[config.mk]
export PLATFORM = sky130hd
export DESIGN_NAME = dmcore_top
export DESIGN_NICKNAME = d
export VERILOG_FILES = /design/src/shared/dmcore_pkg.sv /design/src/rtl/dmcore_top.sv
export SDC_FILE = /design/constraint.sdc
export NUM_CORES = 2
export LEC_CHECK = 0
export BUFFER_PORTS_ARGS = -buffer_cell sky130_fd_sc_hd__buf_2
export CELL_PAD_IN_SITES_DETAIL_PLACEMENT = 0
export CELL_PAD_IN_SITES_GLOBAL_PLACEMENT = 1
export CORE_MARGIN = 4
export CORE_UTILIZATION = 45
export DETAILED_ROUTE_END_ITERATION = 7
export GPL_TIMING_DRIVEN = 0
export PLACE_DENSITY = 0.8
export SKIP_LAST_GASP = 1
export SLEW_MARGIN = 20
export SYNTH_ARGS = -nofsm -noshare
export SYNTH_HDL_FRONTEND = slang
export SYNTH_SLANG_ARGS = --single-unit
export TNS_END_PERCENT = 30
[constraint.sdc]
create_clock -name aclk -period 6.08 [get_ports aclk]
set_input_delay 1.216 -clock aclk [delete_from_list [all_inputs] [get_ports aclk]]
set_output_delay 1.216 -clock aclk [all_outputs]
set_load 0.05 [all_outputs]
[src/shared/dmcore_pkg.sv]
`default_nettype none
package dmcore_pkg;
  // data memory locations of the core special registers
  localparam logic [7:0] ADR_WIN0  = 8'h00;
  localparam logic [7:0] ADR_PTR0  = 8'h01;
  localparam logic [7:0] ADR_WIN1  = 8'h02;
  localparam logic [7:0] ADR_PTR1  = 8'h03;
  localparam logic [7:0] ADR_BANK  = 8'h04;
  localparam logic [7:0] ADR_ACC   = 8'h05;
  localparam logic [7:0] ADR_PCL   = 8'h06;
  localparam logic [7:0] ADR_TBLP  = 8'h07;
  localparam logic [7:0] ADR_TABLE_HIGH_LATCH  = 8'h08;
  localparam logic [7:0] ADR_FLAGS = 8'h0a;
  // general purpose area, bank 0 only
  localparam logic [7:0] GP_BASE   = 8'h40;
  localparam logic [7:0] GP_LAST   = 8'h7f;
  localparam int unsigned GP_WORDS = 64;
  // bus geometry: byte address is four times the location
  localparam int unsigned AXI_AW   = 32;
  localparam int unsigned LOC_LSB  = 2;
  localparam int unsigned LOC_MSB  = 9;
  // flag bit positions
  localparam int unsigned FLG_C    = 0;
  localparam int unsigned FLG_HC   = 1;
  localparam int unsigned FLG_Z    = 2;
  localparam int unsigned FLG_OV   = 3;
  localparam int unsigned FLG_SLP  = 4;
  localparam int unsigned FLG_WDT  = 5;
  localparam logic [7:0] FLAGS_SW_MASK = 8'h0f;
  // reset values
  localparam logic [7:0] BYTE_RST  = 8'h00;
  localparam logic       BANK_RST  = 1'b0;
  localparam logic [1:0] RESP_OKAY   = 2'b00;
  localparam logic [1:0] RESP_SLVERR = 2'b10;
  // program memory word and high latch
  localparam int unsigned PROG_W   = 15;
  localparam int unsigned PAGE_W   = PROG_W - 8;

  typedef enum logic [2:0] {
    DMCORE_ADD = 3'h0,
    DMCORE_SUB = 3'h1,
    DMCORE_AND = 3'h2,
    DMCORE_OR  = 3'h3,
    DMCORE_XOR = 3'h4,
    DMCORE_RLC = 3'h5,
    DMCORE_RRC = 3'h6,
    DMCORE_LDA = 3'h7
  } dmcore_alu_op_t;

  typedef struct packed {
    logic           valid;
    dmcore_alu_op_t op;
    logic [7:0]     operand;
  } dmcore_alu_req_t;

  typedef struct packed {
    logic              valid;
    logic [PROG_W-1:0] word;
    logic [7:0]        dest;
  } dmcore_tab_req_t;

  typedef struct packed {
    logic              watchdog_clear_instruction;
    logic              halt;
    logic              wdt_timeout;
    logic              wdt_reset;
    logic              in_power_down;
  } dmcore_sys_ev_t;

  typedef struct packed {
    logic [GP_WORDS-1:0][7:0] ram;
    logic [7:0]        mp0;
    logic [7:0]        mp1;
    logic              bank;
    logic [7:0]        acc;
    logic [7:0]        program_counter_low_byte;
    logic [7:0]        tblp;
    logic [PAGE_W-1:0] table_high_latch;
    logic [5:0]        flags;
    logic              bvalid;
    logic [1:0]        bresp;
    logic              rvalid;
    logic [1:0]        rresp;
    logic [7:0]        rdata;
    logic [7:0]        rloc;
    logic              jump;
    logic              dummy;
  } dmcore_state_t;
endpackage
`default_nettype wire

[src/rtl/dmcore_top.sv]
// Behaviour
// (RULE_01) window access acts on the location held in its paired pointer
// (RULE_02) window reached through a window reads 00h, writes do nothing
// (RULE_03) window 0 reaches bank 0 only; window 1 reaches selected bank
// (RULE_04) direct accesses always go to bank 0
// (RULE_05) bank select uses bit 0 only; bits 7..1 read zero
// (RULE_06) resets clear bank select, except watchdog reset in power-down
// (RULE_07) special registers decode the same in every bank
// (RULE_08) unused special locations read zero
// (RULE_09) alu results land in accumulator; no register-to-register path
// (RULE_10) writing pc low byte jumps in page and adds one dummy cycle
// (RULE_11) table read: high part to latch, low byte to named destination
// (RULE_12) table pointer is a plain read/write register, loaded before reads
// (RULE_13) flag writes change arithmetic flags, never watchdog or sleep flags
// (RULE_14) carry: add carry out, subtract no borrow, rotates through carry
// (RULE_15) half carry: low nibble carry, or no borrow into low nibble
// (RULE_16) zero flag set when arithmetic or logic result is zero
// (RULE_17) overflow when carry into top bit differs from carry out
// (RULE_18) sleep flag clears on power-up or watchdog clear, sets on halt
// (RULE_19) watchdog flag clears on power-up, clear or halt; sets on timeout
// (RULE_20) watchdog flag bit 5, sleep flag bit 4, bits 7..6 read zero
// (RULE_21) interrupts and calls do not save the flags register
// (RULE_22) window pointer at a special location reaches it in any bank
//
// The AXI4-Lite slave port was decided locally.
`default_nettype none
module dmcore_top (
  input  wire logic                       aclk,
  input  wire logic                       aresetn,
  input  wire logic [dmcore_pkg::AXI_AW-1:0] s_axi_awaddr,
  input  wire logic [2:0]                 s_axi_awprot,
  input  wire logic                       s_axi_awvalid,
  output logic                            s_axi_awready,
  input  wire logic [31:0]                s_axi_wdata,
  input  wire logic [3:0]                 s_axi_wstrb,
  input  wire logic                       s_axi_wvalid,
  output logic                            s_axi_wready,
  output logic [1:0]                      s_axi_bresp,
  output logic                            s_axi_bvalid,
  input  wire logic                       s_axi_bready,
  input  wire logic [dmcore_pkg::AXI_AW-1:0] s_axi_araddr,
  input  wire logic [2:0]                 s_axi_arprot,
  input  wire logic                       s_axi_arvalid,
  output logic                            s_axi_arready,
  output logic [31:0]                     s_axi_rdata,
  output logic [1:0]                      s_axi_rresp,
  output logic                            s_axi_rvalid,
  input  wire logic                       s_axi_rready,
  input  wire dmcore_pkg::dmcore_alu_req_t alu_req,
  input  wire dmcore_pkg::dmcore_tab_req_t tab_req,
  input  wire dmcore_pkg::dmcore_sys_ev_t  sys_ev,
  input  wire logic [dmcore_pkg::PAGE_W-1:0] pc_page,
  output logic [dmcore_pkg::PROG_W-1:0]   table_addr,
  output logic                            pc_jump,
  output logic [7:0]                      pc_target,
  output logic                            dummy_cycle,
  output logic [7:0]                      acc_value,
  output logic [7:0]                      flags_value
);
  import dmcore_pkg::*;

  dmcore_state_t st_q;
  dmcore_state_t st_d;
  logic          wr_take;
  logic          rd_take;
  logic [7:0]    wr_loc;
  logic [7:0]    rd_loc;
  logic          wr_in_map;
  logic          rd_in_map;

  // read of one location; windows themselves read zero here
  function automatic logic [7:0] read_loc(input dmcore_state_t s, input logic [7:0] a,
                                          input logic bnk);
    logic [7:0] v;
    v = 8'h00;
    if (a < GP_BASE)                                 // RULE_07 RULE_22
    begin
      case (a)
        ADR_PTR0:  v = s.mp0;
        ADR_PTR1:  v = s.mp1;
        ADR_BANK:  v = {7'h00, s.bank};              // RULE_05
        ADR_ACC:   v = s.acc;
        ADR_PCL:   v = s.program_counter_low_byte;
        ADR_TBLP:  v = s.tblp;
        ADR_TABLE_HIGH_LATCH:  v = {{(8-PAGE_W){1'b0}}, s.table_high_latch};
        ADR_FLAGS: v = {2'b00, s.flags};             // RULE_20
        default:   v = 8'h00;                        // RULE_02 RULE_08
      endcase
    end
    else if (!bnk && a <= GP_LAST)
    begin
      v = s.ram[6'(a - GP_BASE)];
    end
    return v;
  endfunction

  // resolved target of an access: windows follow their pointers
  function automatic logic [8:0] resolve(input dmcore_state_t s, input logic [7:0] a);
    logic [8:0] r;
    r = {1'b0, a};                                   // RULE_04
    if (a == ADR_WIN0)
    begin
      r = {1'b0, s.mp0};                             // RULE_01 RULE_03
    end
    else if (a == ADR_WIN1)
    begin
      r = {s.bank, s.mp1};                           // RULE_01 RULE_03
    end
    return r;
  endfunction

  // write of one resolved location
  function automatic dmcore_state_t write_loc(input dmcore_state_t s, input logic [7:0] a,
                                              input logic bnk, input logic [7:0] v);
    dmcore_state_t n;
    n = s;
    if (a < GP_BASE)                                 // RULE_07 RULE_22
    begin
      case (a)
        ADR_PTR0: n.mp0 = v;
        ADR_PTR1: n.mp1 = v;
        ADR_BANK: n.bank = v[0];                     // RULE_05
        ADR_ACC:  n.acc = v;
        ADR_PCL:
        begin
          n.program_counter_low_byte  = v;                                // RULE_10
          n.jump = 1'b1;
        end
        ADR_TBLP: n.tblp = v;                        // RULE_12
        ADR_FLAGS:
        begin
          n.flags[3:0] = v[3:0] & FLAGS_SW_MASK[3:0]; // RULE_13
        end
        default:  n = s;                             // RULE_02 windows, latch, unused
      endcase
    end
    else if (!bnk && a <= GP_LAST)
    begin
      n.ram[6'(a - GP_BASE)] = v;
    end
    return n;
  endfunction

  // alu datapath; only the accumulator and flags take results
  function automatic dmcore_state_t alu_step(input dmcore_state_t s, input dmcore_alu_req_t q);
    dmcore_state_t n;
    logic [7:0]    b;
    logic          cin;
    logic [8:0]    sum;
    logic [4:0]    nib;
    logic [7:0]    low7;
    logic [7:0]    res;
    n    = s;
    b    = (q.op == DMCORE_SUB) ? ~q.operand : q.operand;
    cin  = (q.op == DMCORE_SUB);
    sum  = {1'b0, s.acc} + {1'b0, b} + {8'h00, cin};
    nib  = {1'b0, s.acc[3:0]} + {1'b0, b[3:0]} + {4'h0, cin};
    low7 = {1'b0, s.acc[6:0]} + {1'b0, b[6:0]} + {7'h00, cin};
    res  = s.acc;
    case (q.op)
      DMCORE_ADD, DMCORE_SUB:
      begin
        res                = sum[7:0];
        n.flags[FLG_C]     = sum[8];                 // RULE_14
        n.flags[FLG_HC]    = nib[4];                 // RULE_15
        n.flags[FLG_OV]    = low7[7] ^ sum[8];       // RULE_17
        n.flags[FLG_Z]     = (sum[7:0] == 8'h00);    // RULE_16
      end
      DMCORE_AND, DMCORE_OR, DMCORE_XOR:
      begin
        res = (q.op == DMCORE_AND) ? (s.acc & q.operand) :
              (q.op == DMCORE_OR)  ? (s.acc | q.operand) : (s.acc ^ q.operand);
        n.flags[FLG_Z] = (res == 8'h00);             // RULE_16
      end
      DMCORE_RLC:
      begin
        res            = {s.acc[6:0], s.flags[FLG_C]};
        n.flags[FLG_C] = s.acc[7];                   // RULE_14
      end
      DMCORE_RRC:
      begin
        res            = {s.flags[FLG_C], s.acc[7:1]};
        n.flags[FLG_C] = s.acc[0];                   // RULE_14
      end
      default: res = q.operand;
    endcase
    n.acc = res;                                     // RULE_09
    return n;
  endfunction

  // bus handshakes: one write and one read at a time
  assign wr_take       = s_axi_awvalid && s_axi_wvalid && !st_q.bvalid;
  assign rd_take       = s_axi_arvalid && !st_q.rvalid;
  assign s_axi_awready = wr_take;
  assign s_axi_wready  = wr_take;
  assign s_axi_arready = rd_take;
  assign wr_loc        = s_axi_awaddr[LOC_MSB:LOC_LSB];
  assign rd_loc        = s_axi_araddr[LOC_MSB:LOC_LSB];
  assign wr_in_map     = (s_axi_awaddr[AXI_AW-1:LOC_MSB+1] == '0);
  assign rd_in_map     = (s_axi_araddr[AXI_AW-1:LOC_MSB+1] == '0);

  // registered outputs, except table_addr whose page part is pc_page taken straight through
  assign s_axi_bvalid  = st_q.bvalid;
  assign s_axi_bresp   = st_q.bresp;
  assign s_axi_rvalid  = st_q.rvalid;
  assign s_axi_rresp   = st_q.rresp;
  assign s_axi_rdata   = {24'h000000, st_q.rdata};
  assign pc_jump       = st_q.jump;
  assign pc_target     = st_q.program_counter_low_byte;
  assign dummy_cycle   = st_q.dummy;
  assign acc_value     = st_q.acc;
  assign flags_value   = {2'b00, st_q.flags};        // RULE_20
  assign table_addr    = {pc_page, st_q.tblp};       // RULE_11

  // next state: bus, table read, alu, system events, resets
  always_comb
  begin
    logic [8:0] tgt;
    tgt        = 9'h000;
    st_d       = st_q;
    st_d.dummy = st_q.jump;                          // RULE_10
    st_d.jump  = 1'b0;
    if (st_q.bvalid && s_axi_bready)
    begin
      st_d.bvalid = 1'b0;
    end
    if (st_q.rvalid && s_axi_rready)
    begin
      st_d.rvalid = 1'b0;
    end
    if (wr_take)
    begin
      st_d.bvalid = 1'b1;
      st_d.bresp  = wr_in_map ? RESP_OKAY : RESP_SLVERR;
      if (wr_in_map && s_axi_wstrb[0])
      begin
        tgt  = resolve(st_q, wr_loc);
        st_d = write_loc(st_d, tgt[7:0], tgt[8], s_axi_wdata[7:0]);
      end
    end
    if (rd_take)
    begin
      tgt         = resolve(st_q, rd_loc);
      st_d.rvalid = 1'b1;
      st_d.rloc   = rd_loc;
      st_d.rresp  = rd_in_map ? RESP_OKAY : RESP_SLVERR;
      st_d.rdata  = rd_in_map ? read_loc(st_q, tgt[7:0], tgt[8]) : 8'h00;
    end
    if (tab_req.valid)
    begin
      st_d.table_high_latch = tab_req.word[PROG_W-1:8];          // RULE_11
      tgt       = resolve(st_q, tab_req.dest);
      st_d      = write_loc(st_d, tgt[7:0], tgt[8], tab_req.word[7:0]);
    end
    if (alu_req.valid)
    begin
      st_d = alu_step(st_d, alu_req);                // RULE_09
    end
    // clears first so that a timeout in the same cycle still sets
    if (sys_ev.watchdog_clear_instruction)
    begin
      st_d.flags[FLG_SLP] = 1'b0;                    // RULE_18
      st_d.flags[FLG_WDT] = 1'b0;                    // RULE_19
    end
    if (sys_ev.halt)
    begin
      st_d.flags[FLG_SLP] = 1'b1;                    // RULE_18
      st_d.flags[FLG_WDT] = 1'b0;                    // RULE_19
    end
    if (sys_ev.wdt_timeout || sys_ev.wdt_reset)
    begin
      st_d.flags[FLG_WDT] = 1'b1;                    // RULE_19
    end
    if (sys_ev.wdt_reset && !sys_ev.in_power_down)
    begin
      st_d.bank = BANK_RST;                          // RULE_06
    end
    // flags are never stacked: no path saves them on calls   RULE_21
  end

  // single state register, synchronous power-on reset
  always_ff @(posedge aclk)
  begin
    if (!aresetn)
    begin
      st_q       <= '0;
      st_q.bank  <= BANK_RST;                        // RULE_06
      st_q.flags <= 6'h00;                           // RULE_18 RULE_19
      st_q.bresp <= RESP_OKAY;
      st_q.rresp <= RESP_OKAY;
    end
    else
    begin
      st_q <= st_d;
    end
  end
endmodule
`default_nettype wire

==> impl_metrics.toml <==
[synth]
synthCells = 3941
synthFlopType = "dfxtp_1"
synth-seq-area-share_pct = 34.44
synth_cell_types = 81
synthArstFlopShare_pct = 0
synth-edff-count = 0
ys_ff_latch = 580
syn-cell-area_um2 = 33710
avgSynthCellArea_um2 = 8.555
yosysWarnings = 0

[floorplan]
ios = 243
coreArea_um2 = 74320
die_w_um = 281.7
die-area_um2 = 79360
start_util_pct = 45.36
rows = 100
die_h_um = 281.7

[clock_tree]
h-tree-depth = 3
numCtsBuffers = 70
ctsResizeCount = 0
cts_buffer_depth = 3
cts_setup_buffers = 0
ctsHoldBuffers = 0
cts_root_buffer = "clkbuf_16"
cts.clk_slew.worst_paths_ns = 0.06
cts_tree = "done"
cts_sinks = 580
insertion_delay_ns = 0.63

[global_routing]
grt-ovfl-total = 0
antenna_found_initial = 9
grt_max_degree = 14
grt-busiest-layer = "met2"
grt_pass1_vias = 31680
globalRouteMet3Util_pct = 11.44
grtUsageMet1_pct = 51.87
grt.met2_usage_pct = 55.92
grt_usage_pct = 39.17
grt_pass1_wl_um = 227500

[final_layout]
regArea_um2 = 11610
layout-drive-gt1-share_pct = 13.27
multi_input_area_um2 = 20110
finalInstanceArea_um2 = 38250
syn2layout_area_growth_pct = 13.45
stdcell_count = 5226
fill_cells = 7210
fin_nets = 4377

[drt]
drt_iter0_markers = 5407
first_pass_iters = 7
drcViolationCount = 0
routedWlPerCell_um = 30.97
drt_wl_total_um = 161800
vias_per_cell = 6.661
vias = 34810
antenna_left = 0

[sta]
worstMarginPinSlew_ns = 1.386
setup_violations = 0
tns_ns = 0
slew_violations = 0
period_minus_slack_ns = 5.830
period_share_pct = 95.88
setup_ws_ns = 0.2504
skew_ns = 0.02489
hold_viol_final = 0
fmax_mhz = 171.5
slew_headroom_pct = 7.633
rsz0062_at_grt = "false"

[setup_path]
path_class = "input port to flop"
crit_end = "s_axi_rdata[4]"
timing.critical_path.from = "s_axi_araddr[9]"
reg2reg_from = "st_q[73]"
crit_required_ns = 6.59
r2r-end = "acc_value[6]"
critPathCaptureType = "flop"
r2r_slack_ns = 0.80
crit_path_max_fanout = 10
reg2regPathDepth = 16
worst-endpoint-arrival_ns = 6.34
cp-start-kind = "input port"

[power_and_ir_drop]
peakVddDrop_uv = 155.6
seqPwrFrac_pct = 41.3
p_leak_nw = 13.43
p_sw_mw = 2.726
sw_frac_of_total_pct = 29.31
p_int_mw = 6.574
power_frac_clock_pct = 46.4
combPwrFrac_pct = 12.3
powerDensity_nw_per_um2 = 243.2

[worst_hold_path]
min_path_type = "flop to flop"
whs_path_depth = 2

[placed_design]
gp_congestion = 1.085
dp_hpwl_um = 117100
pre_cts_ws_ns = -0.5768
placed_cell_area_um2 = 35910
dpl.cell_count = 5092
port_buffers = 150

[run]
drv_cap = 0

[status]
status = "complete, no violations"
-- Yosys cell counts (4+ instances only) --
cell / count / area share [%]
and4_1: 5 / 0.13
nor2_4: 4 / 0.13
a22oi_1: 15 / 0.33
nand2_1: 456 / 5.1
dfxtp_1: 580 / 34
a211oi_1: 380 / 8.5
a31o_2: 7 / 0.18
a311o_1: 10 / 0.30
nand3b_1: 4 / 0.089
a31oi_1: 21 / 0.39
mux4_2: 129 / 8.6
buf_1: 18 / 0.20
mux2i_1: 405 / 12
nor2_1: 671 / 7.5
a311oi_1: 187 / 4.9
nand2b_1: 18 / 0.33
ha_1: 20 / 0.74
nand4_1: 9 / 0.17
o31ai_1: 4 / 0.089
buf_4: 86 / 1.9
nor2b_1: 5 / 0.093
nor2_2: 4 / 0.074
buf_2: 17 / 0.25
o21ai_0: 149 / 2.2
o22a_1: 7 / 0.18
nor3_1: 21 / 0.31
or4_1: 6 / 0.13
and3_1: 23 / 0.43
nand3_1: 116 / 1.7
o211ai_1: 4 / 0.089
mux2_2: 10 / 0.33
xnor2_1: 12 / 0.31
and2_1: 8 / 0.15
a21o_1: 6 / 0.13
inv_1: 38 / 0.42
a21oi_1: 46 / 0.68
nor4_1: 29 / 0.54
or2_2: 5 / 0.093
o22ai_1: 6 / 0.11
clkbuf_1: 331 / 3.7
-- cells in the final DEF, fill, tap and decap left out, drive strengths merged, types with 5 or more instances in the layout --
| cell | instances |
|---|---|
| nand2b | 18 |
| xnor2 | 12 |
| nor2b | 5 |
| nand3 | 117 |
| conb | 28 |
| a22oi | 16 |
| a21oi | 46 |
| a31o | 7 |
| mux4 | 129 |
| clkbuf | 432 |
| and2 | 11 |
| o22a | 7 |
| a311o | 10 |
| nand4 | 10 |
| nor4 | 30 |
| a21o | 6 |
| o22ai | 6 |
| a31oi | 21 |
| o21ai | 152 |
| nand2 | 456 |
| clkinv | 17 |
| and3 | 23 |
| diode | 8 |
| and4 | 5 |
| inv | 41 |
| nor2 | 679 |
| or4 | 9 |
| ha | 20 |
| or2 | 6 |
| buf | 276 |
| a311oi | 187 |
| mux2 | 11 |
| a211oi | 382 |
| nor3 | 22 |
| dfxtp | 580 |
| mux2i | 405 |
-- cell families (layout without fill, tap and decap cells) --
logic type	Yosys count	count (layout)	synth area share, %
and+or+nand+nor	1403	1403	17.52
AOI/OAI and AO/OA	885	885	19.34
DFF	580	580	34.44
muxes	545	545	21.02
buffers and inverters	492	773	6.498
adders and majority gates	21	21	0.8016
xor gates and xnor gates	14	14	0.3637
other	1	36	0.01112
-- registers in the layout, indices dropped and copies added (netlist names), 6 cells and up --
signal,count
acc_value,8
flags_value,6
s_axi_rdata,8
table_addr,8
pc_target,8
st_q,536
-- power by group through the flow --
stage,clock [mW],sequential [mW],combinational (mW)
finish,4.31,3.84,1.15
global route,4.44,3.84,1.16
CTS,4.29,3.84,1.09
detailed placement,0,3.92,1.09
global placement,0,3.92,1.08
floorplan,0,3.91,0.609
-- through the flow --
step,power [mW],hold WS (ns),utilization (%)
after floorplan,4.524,0.4366,-
after global placement,5.003,0.4602,48.14
after detailed placement,5.009,0.4557,48.32
after CTS,9.222,0.4739,51.38
after global routing,9.442,0.4968,51.44
final,9.300,0.4731,51.46
-- worst min path at each step --
stage | to | slack (ns) | from
4_1_cts | dummy_cycle | 0.47 | pc_jump
2_1_floorplan | s_axi_rdata[1] | 0.44 | s_axi_rdata[1]
6_report | s_axi_rdata[4] | 0.47 | s_axi_rdata[4]
3_5_place_dp | dummy_cycle | 0.46 | pc_jump
5_1_grt | s_axi_rdata[4] | 0.50 | s_axi_rdata[4]
3_3_place_gp | dummy_cycle | 0.46 | pc_jump
-- routing by layer --
| layer | share of wire [%] | vias to the layer above |
|---|---|---|
| met5 | 0.028 | - |
| met4 | 7.4 | 8 |
| met3 | 13 | 612 |
| met2 | 41 | 2584 |
| met1 | 39 | 16680 |
| li1 | - | 14920 |
-- cell type report --
type	instances	share of cell area, %
multi-input combinational	2896	52.57
sequential	580	30.36
buffer	452	5.368
clock buffer	101	5.283
tap	969	3.170
timing repair buffer	155	2.130
clock inverter	25	0.6772
inverter	40	0.3926
antenna	8	0.05234
-- worst max-delay path, stage by stage --
cell      delay (ns)
buf_2           0.13
nor4_1          0.85
and2_0          0.22
clkbuf_1        0.29
a31o_2          0.26
buf_2           0.32
clkbuf_1        0.78
clkbuf_1        0.73
mux4_2          0.47
nand2_1         0.09
nand3_1         0.16
nand3_1         0.19
nand3_1         0.20
nand3_1         0.30
nand2_1         0.07
(Power assumes the default switching activity.)
